**src/pkg/pmcc_pkg.sv**
```systemverilog
// Purpose: constants and types for the power mode and clock control block
// Assumes: one 20 MHz clock standing in for the input clock
// Notes: field positions of the regulator and multiplier write words, divider reset and illegal codes
package pmcc_pkg;
  // ---------------------------------------------------------------
  // clock and timing
  // ---------------------------------------------------------------
  localparam int CLK_HZ = 20000000; // sys_clk rate
  localparam int RSTSEQ_NS = 2000; // length of the hardware reset sequence
  localparam int RSTSEQ_CYC = (RSTSEQ_NS * (CLK_HZ / 1000000) + 999) / 1000;
  // ---------------------------------------------------------------
  // regulator control word layout
  // ---------------------------------------------------------------
  localparam int VR_W = 16;
  localparam int VR_REGULATOR_FREQUENCY_FIELD_LO = 0; // two-bit regulator frequency field
  localparam int VR_VLEV_LO = 4; // four-bit voltage level field
  localparam int VR_BYPASS = 12; // regulator off and bypassed
  localparam int VR_SREF_HOLD = 13; // sdram self refresh hold
  localparam int VR_BUFCLK_DIS = 14; // buffered clock output off
  localparam logic [1:0] REGULATOR_FREQUENCY_FIELD_OFF = 2'h0; // shuts the regulator off
  localparam logic [VR_W-1:0] VR_RESET = 16'h00b3;
  localparam logic [11:0] VSTEP_MV = 12'h032; // 50 mV per level step
  localparam logic [11:0] VBASE_MV = 12'h320; // level zero voltage
  // ---------------------------------------------------------------
  // multiplier and dividers
  // ---------------------------------------------------------------
  localparam int MSEL_W = 6; // 0 encodes 64
  localparam int MULT_DF = 6; // halve input before multiplying
  localparam logic [MSEL_W-1:0] MSEL_RESET = 6'h0a; // 10x
  localparam logic [3:0] SSEL_RESET = 4'h5;
  localparam logic [1:0] CDIV_RESET = 2'h0;
  localparam logic [3:0] SSEL_ILLEGAL = 4'h0;
  // ---------------------------------------------------------------
  // operating states
  // ---------------------------------------------------------------
  typedef enum logic [1:0] {
    PMCC_RUN = 2'b00,
    PMCC_HIBER = 2'b01,
    PMCC_RSTSEQ = 2'b10
  } pmcc_state_t;
endpackage

```
**src/verilog/pmcc_top.sv**
```systemverilog
// Purpose: hibernate entry and wake, regulator control, multiplier and clock dividers
// Assumes: the vco is modelled at sys_clk rate; derived clocks are enables plus levels
// Notes: regulator word survives hibernate, everything else restarts in the reset sequence
`timescale 1ns/1ns
module pmcc_top #(
  parameter int RST_CYC = pmcc_pkg::RSTSEQ_CYC
) (
  input wire logic sys_clk,
  input wire logic rst,
  input wire logic reset_pin_n,
  input wire logic rtc_wake,
  input wire logic eth_wake,
  input wire logic can_wake,
  input wire logic vr_wr,
  input wire logic [pmcc_pkg::VR_W-1:0] vr_wdata,
  input wire logic div_wr,
  input wire logic [3:0] div_ssel,
  input wire logic [1:0] div_core_code,
  input wire logic mult_unlock,
  input wire logic mult_wr,
  input wire logic [pmcc_pkg::MSEL_W:0] mult_wdata,
  input wire logic sdram_ctl_sysclk_dis,
  input wire logic async_ctl_sysclk_dis,
  output logic core_clk_en,
  output logic core_clk_lvl,
  output logic sys_clk_en,
  output logic sys_clk_lvl,
  output logic ext_sysclk,
  output logic bufclk_en,
  output logic pins_hiz,
  output logic supply_on,
  output logic reg_bypass,
  output logic sdram_self_refresh,
  output logic boot_start,
  output logic in_hibernate,
  output logic [11:0] core_mv,
  output logic [pmcc_pkg::MSEL_W-1:0] mult_msel,
  output logic mult_half
);
  import pmcc_pkg::*;
  // ---------------------------------------------------------------
  // state record
  // ---------------------------------------------------------------
  typedef struct packed {
    pmcc_state_t st; // operating state
    logic [3:0] sync1; // first sync stage, read only by sync2
    logic [3:0] sync2; // {can, eth, rtc, reset_n}
    logic [VR_W-1:0] vr; // regulator_control_reg
    logic [MSEL_W-1:0] msel; // multiplier select
    logic df; // input halving
    logic [3:0] ssel; // programmed system divider
    logic [3:0] cdiv; // programmed core divisor
    logic [3:0] act_s; // system divisor in use
    logic [3:0] act_c; // core divisor in use
    logic [3:0] scnt; // system period counter
    logic [3:0] ccnt; // core period counter
    logic [7:0] seq; // reset sequence counter
    logic core_en, core_lvl, sys_en, sys_lvl, ext_clk, hiz, boot, bufclk, supply, sref, hib;
    logic [11:0] mv;
  } pmcc_s_t;
  pmcc_s_t s_ff, nxt_s;
  // core divisor from its two-bit code
  function automatic logic [3:0] core_div_of(input logic [1:0] c);
    core_div_of = 4'h1 << c;
  endfunction
  // high for the first half of a period
  function automatic logic half_lvl(input logic [3:0] cnt, input logic [3:0] dv);
    half_lvl = ({1'b0, cnt} << 1) < {1'b0, dv};
  endfunction
  logic wake_any;
  logic pin_rst;
  assign pin_rst = ~s_ff.sync2[0];
  assign wake_any = s_ff.sync2[1] | s_ff.sync2[2] | s_ff.sync2[3] | pin_rst;
  // ---------------------------------------------------------------
  // next state
  // ---------------------------------------------------------------
  always_comb begin
    nxt_s = s_ff;
    nxt_s.sync1 = {can_wake, eth_wake, rtc_wake, reset_pin_n};
    nxt_s.sync2 = s_ff.sync1;
    nxt_s.boot = 1'b0;
    nxt_s.core_en = 1'b0;
    nxt_s.sys_en = 1'b0;
    // regulator word is written in any powered state
    if (vr_wr && s_ff.st != PMCC_HIBER) begin
      nxt_s.vr = vr_wdata;
    end
    unique case (s_ff.st)
      PMCC_RUN: begin
        // divider write takes effect at the next boundary
        if (div_wr && div_ssel != SSEL_ILLEGAL) begin
          nxt_s.ssel = div_ssel;
          nxt_s.cdiv = core_div_of(div_core_code);
        end
        // multiplier only changes under the unlock step
        if (mult_wr && mult_unlock) begin
          nxt_s.msel = mult_wdata[MSEL_W-1:0];
          nxt_s.df = mult_wdata[MULT_DF];
        end
        // system period counter, switches divisor only on wrap
        if (s_ff.scnt == s_ff.act_s - 4'h1) begin
          nxt_s.scnt = 4'h0;
          nxt_s.act_s = nxt_s.ssel;
          nxt_s.sys_en = 1'b1;
        end else begin
          nxt_s.scnt = s_ff.scnt + 4'h1;
        end
        // core period counter
        if (s_ff.ccnt == s_ff.act_c - 4'h1) begin
          nxt_s.ccnt = 4'h0;
          nxt_s.act_c = nxt_s.cdiv;
          nxt_s.core_en = 1'b1;
        end else begin
          nxt_s.ccnt = s_ff.ccnt + 4'h1;
        end
        nxt_s.sys_lvl = half_lvl(nxt_s.scnt, nxt_s.act_s);
        nxt_s.core_lvl = half_lvl(nxt_s.ccnt, nxt_s.act_c);
        nxt_s.ext_clk = nxt_s.sys_lvl & ~(sdram_ctl_sysclk_dis & async_ctl_sysclk_dis);
        // reset pin restarts; regulator_frequency_field 00 shuts the regulator
        if (pin_rst) begin
          nxt_s.st = PMCC_RSTSEQ;
          nxt_s.seq = 8'h0;
        end else if (vr_wr && vr_wdata[VR_REGULATOR_FREQUENCY_FIELD_LO +: 2] == REGULATOR_FREQUENCY_FIELD_OFF) begin
          nxt_s.st = PMCC_HIBER;
        end
      end
      PMCC_HIBER: begin
        // clocks stopped, pins floated, core state kept until the reset sequence restores it
        nxt_s.sys_lvl = 1'b0;
        nxt_s.core_lvl = 1'b0;
        nxt_s.ext_clk = 1'b0;
        nxt_s.hiz = 1'b1;
        if (wake_any) begin
          nxt_s.st = PMCC_RSTSEQ;
          nxt_s.seq = 8'h0;
        end
      end
      PMCC_RSTSEQ: begin
        // restore every register but the regulator word
        nxt_s.hiz = 1'b0;
        nxt_s.msel = MSEL_RESET;
        nxt_s.df = 1'b0;
        nxt_s.ssel = SSEL_RESET;
        nxt_s.cdiv = core_div_of(CDIV_RESET);
        nxt_s.act_s = SSEL_RESET;
        nxt_s.act_c = core_div_of(CDIV_RESET);
        nxt_s.scnt = 4'h0;
        nxt_s.ccnt = 4'h0;
        nxt_s.sys_lvl = 1'b0;
        nxt_s.core_lvl = 1'b0;
        nxt_s.ext_clk = 1'b0;
        if (pin_rst) begin
          nxt_s.seq = 8'h0; // held while the pin is low
        end else if (s_ff.seq == 8'(RST_CYC - 1)) begin
          nxt_s.st = PMCC_RUN;
          nxt_s.boot = 1'b1;
        end else begin
          nxt_s.seq = s_ff.seq + 8'h1;
        end
      end
      default: begin
        nxt_s.st = PMCC_RSTSEQ; // recover from an illegal code
        nxt_s.seq = 8'h0;
      end
    endcase
    nxt_s.mv = VBASE_MV + VSTEP_MV * {8'h0, nxt_s.vr[VR_VLEV_LO +: 4]};
    // status levels come from the next state, so the registered copy keeps step with it
    nxt_s.bufclk = ~nxt_s.vr[VR_BUFCLK_DIS] & ~nxt_s.hiz;
    nxt_s.supply = nxt_s.st != PMCC_HIBER;
    nxt_s.sref = nxt_s.vr[VR_SREF_HOLD] & (nxt_s.st != PMCC_RUN);
    nxt_s.hib = nxt_s.st == PMCC_HIBER;
  end
  // ---------------------------------------------------------------
  // state register
  // ---------------------------------------------------------------
  always_ff @(posedge sys_clk) begin
    if (rst) begin
      s_ff <= '0;
      s_ff.st <= PMCC_RSTSEQ;
      s_ff.sync1 <= 4'h1;
      s_ff.sync2 <= 4'h1;
      s_ff.vr <= VR_RESET;
      s_ff.msel <= MSEL_RESET;
      s_ff.ssel <= SSEL_RESET;
      s_ff.cdiv <= 4'h1;
      s_ff.act_s <= SSEL_RESET;
      s_ff.act_c <= 4'h1;
      s_ff.mv <= VBASE_MV;
      s_ff.bufclk <= 1'b1;
      s_ff.supply <= 1'b1;
    end else begin
      s_ff <= nxt_s;
    end
  end
  // ---------------------------------------------------------------
  // outputs, all straight from the state record
  // ---------------------------------------------------------------
  assign core_clk_en = s_ff.core_en;
  assign core_clk_lvl = s_ff.core_lvl;
  assign sys_clk_en = s_ff.sys_en;
  assign sys_clk_lvl = s_ff.sys_lvl;
  assign ext_sysclk = s_ff.ext_clk;
  assign bufclk_en = s_ff.bufclk;
  assign pins_hiz = s_ff.hiz;
  assign supply_on = s_ff.supply;
  assign reg_bypass = s_ff.vr[VR_BYPASS];
  assign sdram_self_refresh = s_ff.sref;
  assign boot_start = s_ff.boot;
  assign in_hibernate = s_ff.hib;
  assign core_mv = s_ff.mv;
  assign mult_msel = s_ff.msel;
  assign mult_half = s_ff.df;
endmodule

```
**config.mk**
```make
export PLATFORM = sky130hd
export DESIGN_NAME = pmcc_top
export DESIGN_NICKNAME = d
export VERILOG_FILES = /design/src/pkg/pmcc_pkg.sv /design/src/verilog/pmcc_top.sv
export SDC_FILE = /design/constraint.sdc
export NUM_CORES = 1
export LEC_CHECK = 0
export BUFFER_PORTS_ARGS = -buffer_cell sky130_fd_sc_hd__buf_2
export CORE_ASPECT_RATIO = 0.75
export CORE_MARGIN = 4
export CORE_UTILIZATION = 45
export DETAILED_ROUTE_END_ITERATION = 8
export GPL_ROUTABILITY_DRIVEN = 1
export GPL_TIMING_DRIVEN = 1
export PLACE_DENSITY_LB_ADDON = 0.05
export SYNTH_ARGS = -nofsm -noshare
export SYNTH_HDL_FRONTEND = slang
export SYNTH_SLANG_ARGS = --single-unit
```
**constraint.sdc**
```tcl
create_clock -name sys_clk -period 7.85 [get_ports sys_clk]
set_input_delay 2.355 -clock sys_clk [delete_from_list [all_inputs] [get_ports sys_clk]]
set_output_delay 2.355 -clock sys_clk [all_outputs]
set_load 0.05 [all_outputs]
```
==> results_dict.tcl, run 1 <==
set metrics [dict create \
    clock-root-buffer "sky130_fd_sc_hd__clkbuf_16" \
    cts_num_sinks 76 \
    core_um2 8090 \
    post_drt_wl_per_cell_um 13.9 \
    number_of_global_route_vias_before_repair 2942 \
    drtAntennaViolNets 0 \
    worstMarginPinSlew_ps 963 \
    final.fill_count 757 \
    critical_path.reg2reg.endpoint "core_mv[9]" \
    r2r-start "s_ff[87]" \
    postLayoutCoreUtil 0.547 \
    synth-warning-count 0 \
    ys_types 53 \
    layout-drive-gt1-share 0.180 \
    cts_resized 0 \
    clock_skew_ps 6.54 \
    max-cap-violations 0 \
    detailedRoute.firstPassIterationCount 4 \
    worstSetupEndpointType "flip-flop" \
    worst_setup_path_start_kind "input port" \
    placementRows 28 \
    synth_mux_area_frac 0.0397 \
    crit_start "vr_wr" \
    most_common_cell_after_layout_fill_and_taps_aside "sky130_fd_sc_hd__dfxtp_1" \
    worstPathCellList "buf_2 -> nand2_1 -> mux2i_1 -> inv_1 -> ha_1 -> ha_1 -> inv_1 -> fa_1 -> inv_1 -> ha_1 -> nand2_1 -> and3_1 -> or3_1" \
    finalWorstPathRequiredPeriod_ps 4910 \
    ys_seq_elements 76 \
    gr-total-overflow 0 \
    floorplan.die_area_um2 10100 \
    timing.critical_path.depth 13 \
    synth.avg_cell_area_um2 8.79 \
    diodes 0 \
    cp_slowest_cell "sky130_fd_sc_hd__fa_1" \
    timing.reg2reg.setup_slack_ps 4340 \
    setup_repair_after_global_routing_missed_its_margin "false" \
    io_buffer_count 62 \
    worst_path_dominant_cell_family "adder cells" \
    cp-endpoint "core_mv[9]" \
    initial_antenna_violation_count 0 \
    multiInputGateArea_um2 2050 \
    die_h_um 88.0 \
    timing.slew.headroom 0.355 \
    worst-path-max-fanout 7 \
    chipWidth_um 115 \
    seq_area_um2 1520 \
    origin_of_the_worst_min_delay_path "nxt_s[78]" \
    worst_endpoint_data_arrival_time_ps 5130 \
    fin_cells 588 \
    final_min_period_over_clock_period 0.626 \
    async_reset_ff_frac 0 \
    number_of_buffers_between_clock_root_and_the_deepest_sink 2 \
    fmax_mhz 204 \
    p_leak_nw 1.97 \
    place_congestion 0.798 \
    final_nets 545 \
    htree_num_levels 3 \
    setup_viol 0 \
    cts.repair_timing.setup_buffer_count 0 \
    wire_length_of_the_first_global_routing_pass_um 13800 \
    critical_path_required_ps 8060 \
    synth_seq_area_share 0.396 \
    total_via_count_in_the_routed_design 3030 \
    synth_xor_xnor_area_share 0.0655 \
    maximum_number_of_pins_on_one_net_before_global_route_repair 44 \
    pwr_density_cell_nw_per_um2 266 \
    dpl.cell_count 572 \
    synth_compound_area_frac 0.116 \
    syn-instance-count 437 \
    dp_hpwl_um 5840 \
    ir_worst_vdd_v 0.000162 \
    setup-tns-final_ps 0 \
    groute.usage.overall 0.175 \
    worst_skew_pair.late_latency_ps 340 \
    yosys.area.top_type "sky130_fd_sc_hd__dfxtp_1" \
    finalHoldViolCount 0 \
    drt-total-wl_um 8180 \
    starting_density_of_the_core 0.475 \
    finish.instance_area_um2 4430 \
    path_class "input port to flip-flop" \
    postSynth.topFlopCell "sky130_fd_sc_hd__dfxtp_1" \
    critical-path-max-stage-delay_ps 400 \
    post_synth_and_or_nand_nor_area_fraction 0.222 \
    area_added_between_synthesis_and_finish_pct 15.3 \
    fin_total_pwr_w 0.00118 \
    min_path_type "flip-flop to flip-flop" \
    cp.buffers_inverters 4 \
    dpl_cell_area_um2 4090 \
    vias_per_cell 5.15 \
    i_o_pins 72 \
    synth_edf_count 0 \
    cts_buffers 9 \
    tritoncts_clock_tree "yes" \
    cts-hold-fix-buffers 0 \
    most-common-layout-cells "sky130_fd_sc_hd__dfxtp_1 (76), sky130_fd_sc_hd__buf_2 (62), sky130_fd_sc_hd__nand2_1 (45)" \
    clock_slew_at_the_register_clock_pins_of_the_worst_setup_and_hold_paths_ps 60 \
    result_of_the_run "completed" \
    remaining_drc_errors 0 \
    drt_initial_violations 131 \
    synthTopCellsByArea "sky130_fd_sc_hd__dfxtp_1 (40%), sky130_fd_sc_hd__ha_1 (8.1%), sky130_fd_sc_hd__nand2_1 (4.4%)" \
    netlist_area_um2 3840 \
    number_of_pins_exceeding_their_max_slew_limit_in_the_final_report 0 \
    ff2ff_path_depth 15 \
    synth.top_cell.area_share 0.396 \
    synth_adder_area_share 0.0866 \
    synth_top_family_by_area "simple AND/OR/NAND/NOR gates" \
]
[routing by layer]
layer / GRT usage / share of wire / up-vias
met5: 0 / 0 / -
met4: 0.0615 / 0.013 / 0
met3: 0.0532 / 0.044 / 11
met2: 0.270 / 0.44 / 49
met1: 0.232 / 0.50 / 1416
li1: - / - / 1554
[cell type report]
class                   instances  area share
multi-input cells             308       0.462
flip-flops and latches         76       0.344
repair buffers                 63      0.0718
clock buffers                  13      0.0610
well taps                     105      0.0297
inverters                      20      0.0169
clock inverters                 3      0.0153
[logic make-up (layout without fill, tap and decap cells)]
kind of cell	Yosys count	count (layout)
fa+ha+maj	26	26
mux	15	15
flops	76	76
compound gates	66	66
xor+xnor	27	27
buf+inv	54	99
simple gates	172	172
other cells	1	2
[metrics by stage]
stage | hold WS (ps) | worst slack [ps]
2_1_floorplan | 389 | 3030
3_3_place_gp | 403 | 2670
3_5_place_dp | 403 | 2580
4_1_cts | 418 | 2940
5_1_grt | 429 | 2720
6_report | 416 | 2940
[cells in the mapped netlist (4+ instances only)]
library cell	n
sky130_fd_sc_hd__dfxtp_1	76
sky130_fd_sc_hd__nand2_1	45
sky130_fd_sc_hd__nor2_1	41
sky130_fd_sc_hd__ha_1	25
sky130_fd_sc_hd__inv_1	20
sky130_fd_sc_hd__buf_4	19
sky130_fd_sc_hd__a21oi_1	16
sky130_fd_sc_hd__nor2b_1	16
sky130_fd_sc_hd__nand3_1	15
sky130_fd_sc_hd__xor2_1	14
sky130_fd_sc_hd__mux2i_1	13
sky130_fd_sc_hd__clkbuf_1	12
sky130_fd_sc_hd__xnor2_1	12
sky130_fd_sc_hd__nand2b_1	10
sky130_fd_sc_hd__a22oi_1	7
sky130_fd_sc_hd__nor3_1	7
sky130_fd_sc_hd__o21ai_0	7
sky130_fd_sc_hd__and3_1	6
sky130_fd_sc_hd__o211ai_1	6
sky130_fd_sc_hd__and2_1	5
sky130_fd_sc_hd__nand4_1	5
sky130_fd_sc_hd__a21o_1	4
sky130_fd_sc_hd__o21a_1	4
sky130_fd_sc_hd__or2_2	4
sky130_fd_sc_hd__or3_1	4
[worst min path at each step]
stage | endpoint | slack, ps | cells after the start
6_report | s_ff[78] | 420 | 1
5_1_grt | s_ff[78] | 430 | 1
4_1_cts | s_ff[78] | 420 | 1
3_5_place_dp | s_ff[78] | 400 | 1
3_3_place_gp | s_ff[78] | 400 | 1
2_1_floorplan | s_ff[78] | 390 | 1
[worst reg2reg max path, delay by kind of cell, from the launching register on]
family,cells,cell delay (ps)
adder cells (fa/ha/maj),5,1320
AND/OR/NAND/NOR,4,960
multiplexers,1,340
flip-flops,1,330
buffers and inverters,5,440
[where the power goes]
group	leakage [nW]	internal [W]	switching [W]	total (W)
Clock	0.162	0.000304	0.000155	0.000459
Sequential	0.620	0.000415	0.0000138	0.000429
Combinational	1.19	0.0000876	0.000202	0.000289
[flip-flops by register name, summed over array words and instances, names as in the netlist, 4 cells and up]
name	count
nxt_s	4
core_mv	9
mult_msel	6
s_ff	44
Note: power is estimated with default switching activity, not from simulation.
==> run 2, diff against run 1 <==
clock period = 4.3 ns   (was 7.85 ns; I/O delays follow)
==> results_dict.tcl, run 2 (same netlist as run 1, synthesis figures left out) <==
set metrics [dict create \
    result_of_the_run "completed" \
    pwr_density_cell_nw_per_um2 466 \
    layout-drive-gt1-share 0.184 \
    floorplan.die_area_um2 10100 \
    max-cap-violations 0 \
    htree_num_levels 3 \
    worst_hold_slack_ps 424 \
    clock-root-buffer "sky130_fd_sc_hd__clkbuf_16" \
    origin_of_the_worst_min_delay_path "nxt_s[78]" \
    setup_viol 0 \
    remaining_drc_errors 0 \
    die_h_um 88.0 \
    most-common-layout-cells "sky130_fd_sc_hd__dfxtp_1 (76), sky130_fd_sc_hd__buf_2 (62), sky130_fd_sc_hd__nand2_1 (45)" \
    largest_register_ff_count 44 \
    finalWorstPathRequiredPeriod_ps 3760 \
    p_leak_nw 1.96 \
    finalHoldViolCount 0 \
    worstSetupEndpointType "flip-flop" \
    clock_slew_at_the_register_clock_pins_of_the_worst_setup_and_hold_paths_ps 60 \
    crit_start "vr_wr" \
    met3RoutedLength_um 305 \
    maximum_number_of_pins_on_one_net_before_global_route_repair 44 \
    area_added_between_synthesis_and_finish_pct 14.6 \
    clock_skew_ps 4.01 \
    tritoncts_clock_tree "yes" \
    worst-path-max-fanout 6 \
    groute.usage.overall 0.171 \
    fmax_mhz 266 \
    setup-tns-final_ps 0 \
    i_o_pins 72 \
    io_buffer_count 62 \
    most_common_cell_after_layout_fill_and_taps_aside "sky130_fd_sc_hd__dfxtp_1" \
    initial_antenna_violation_count 0 \
    wire_length_of_the_first_global_routing_pass_um 13600 \
    starting_density_of_the_core 0.475 \
    gr-total-overflow 0 \
    detailroute.wirelength.met2_um 3740 \
    dp_hpwl_um 6050 \
    chipWidth_um 115 \
    worst_endpoint_data_arrival_time_ps 3970 \
    cts_num_sinks 76 \
    r2r-start "s_ff[87]" \
    dr.max_layer_used "met4" \
    number_of_pins_exceeding_their_max_slew_limit_in_the_final_report 0 \
    cts_resized 0 \
    setup_repair_after_global_routing_missed_its_margin "false" \
    timing.slew.headroom 0.390 \
    final_min_period_over_clock_period 0.874 \
    drt-total-wl_um 8120 \
    ir_worst_vdd_v 0.000367 \
    placementRows 28 \
    cts-hold-fix-buffers 0 \
    timing.reg2reg.setup_slack_ps 910 \
    detailedRoute.firstPassIterationCount 4 \
    final_nets 547 \
    worst_setup_path_start_kind "input port" \
    drt_initial_violations 104 \
    min_delay_path_depth 1 \
    critical_path_required_ps 4510 \
    min_path_type "flip-flop to flip-flop" \
    post_drt_wl_per_cell_um 13.8 \
    number_of_global_route_vias_before_repair 2896 \
    wl_met1_um 4000 \
    final.fill_count 771 \
    cts.repair_timing.setup_buffer_count 0 \
    place_congestion 0.800 \
    cts_buffers 9 \
    total_via_count_in_the_routed_design 3034 \
    vias_per_cell 5.14 \
    worst_skew_pair.late_latency_ps 330 \
    most_flops_register "s_ff" \
    diodes 0 \
    drtAntennaViolNets 0 \
    ff2ff_path_depth 15 \
    worstMarginPinSlew_ps 911 \
    number_of_buffers_between_clock_root_and_the_deepest_sink 2 \
    endpoint_with_the_worst_hold_slack "s_ff[78]" \
    critical_path.reg2reg.endpoint "core_mv[9]" \
    path_class "input port to flip-flop" \
    core_um2 8090 \
]
-- run 2: worst max path at each step --
stage,to,slack [ps],depth (start not counted)
finish,core_mv[9],540,13
global route,core_mv[9],340,13
CTS,core_mv[9],530,13
detailed placement,core_mv[9],190,13
global placement,core_mv[9],260,13
floorplan,core_mv[9],540,12
-- run 2: metrics by stage --
stage | instances | instance area (um2) | setup WS (ps) | util | total power (W)
after floorplan | 438 | 3840 | 542 | - | 0.00123
after global placement | 574 | 4110 | 262 | 0.507 | 0.00132
after detailed placement | 574 | 4110 | 192 | 0.507 | 0.00133
after CTS | 590 | 4400 | 535 | 0.544 | 0.00208
after global routing | 590 | 4400 | 339 | 0.544 | 0.00217
final | 590 | 4400 | 544 | 0.544 | 0.00205
-- run 2: area by class of cell --
type	count	area (um2)	share of cell area
clock buffers	10	229	0.0520
well taps	105	131	0.0299
multi-input cells	308	2050	0.465
repair buffers	65	333	0.0756
flip-flops and latches	76	1520	0.346
clock inverters	6	65.1	0.0148
inverters	20	75.1	0.0171
-- run 2: critical path, stage by stage --
cell and delay [ps]:
sky130_fd_sc_hd__buf_2 110, sky130_fd_sc_hd__nand2_1 290, sky130_fd_sc_hd__mux2i_1 320, sky130_fd_sc_hd__inv_1 110
sky130_fd_sc_hd__ha_1 310, sky130_fd_sc_hd__ha_1 210, sky130_fd_sc_hd__inv_1 70, sky130_fd_sc_hd__fa_1 410
sky130_fd_sc_hd__inv_1 90, sky130_fd_sc_hd__ha_1 180, sky130_fd_sc_hd__nand2_1 70, sky130_fd_sc_hd__and3_1 180
sky130_fd_sc_hd__or3_1 330
-- run 2: power by group --
group	switching (W)	leakage, nW	total, W	internal, W
combinational	0.000365	1.20	0.000529	0.000164
clock	0.000289	0.142	0.000738	0.000449
sequential	0.0000258	0.620	0.000784	0.000758
-- run 2: layer usage --
metal / global-route usage / vias up
met5: 0 / -
met4: 0.0615 / 0
met3: 0.0442 / 5
met2: 0.272 / 46
met1: 0.226 / 1422
li1: - / 1561
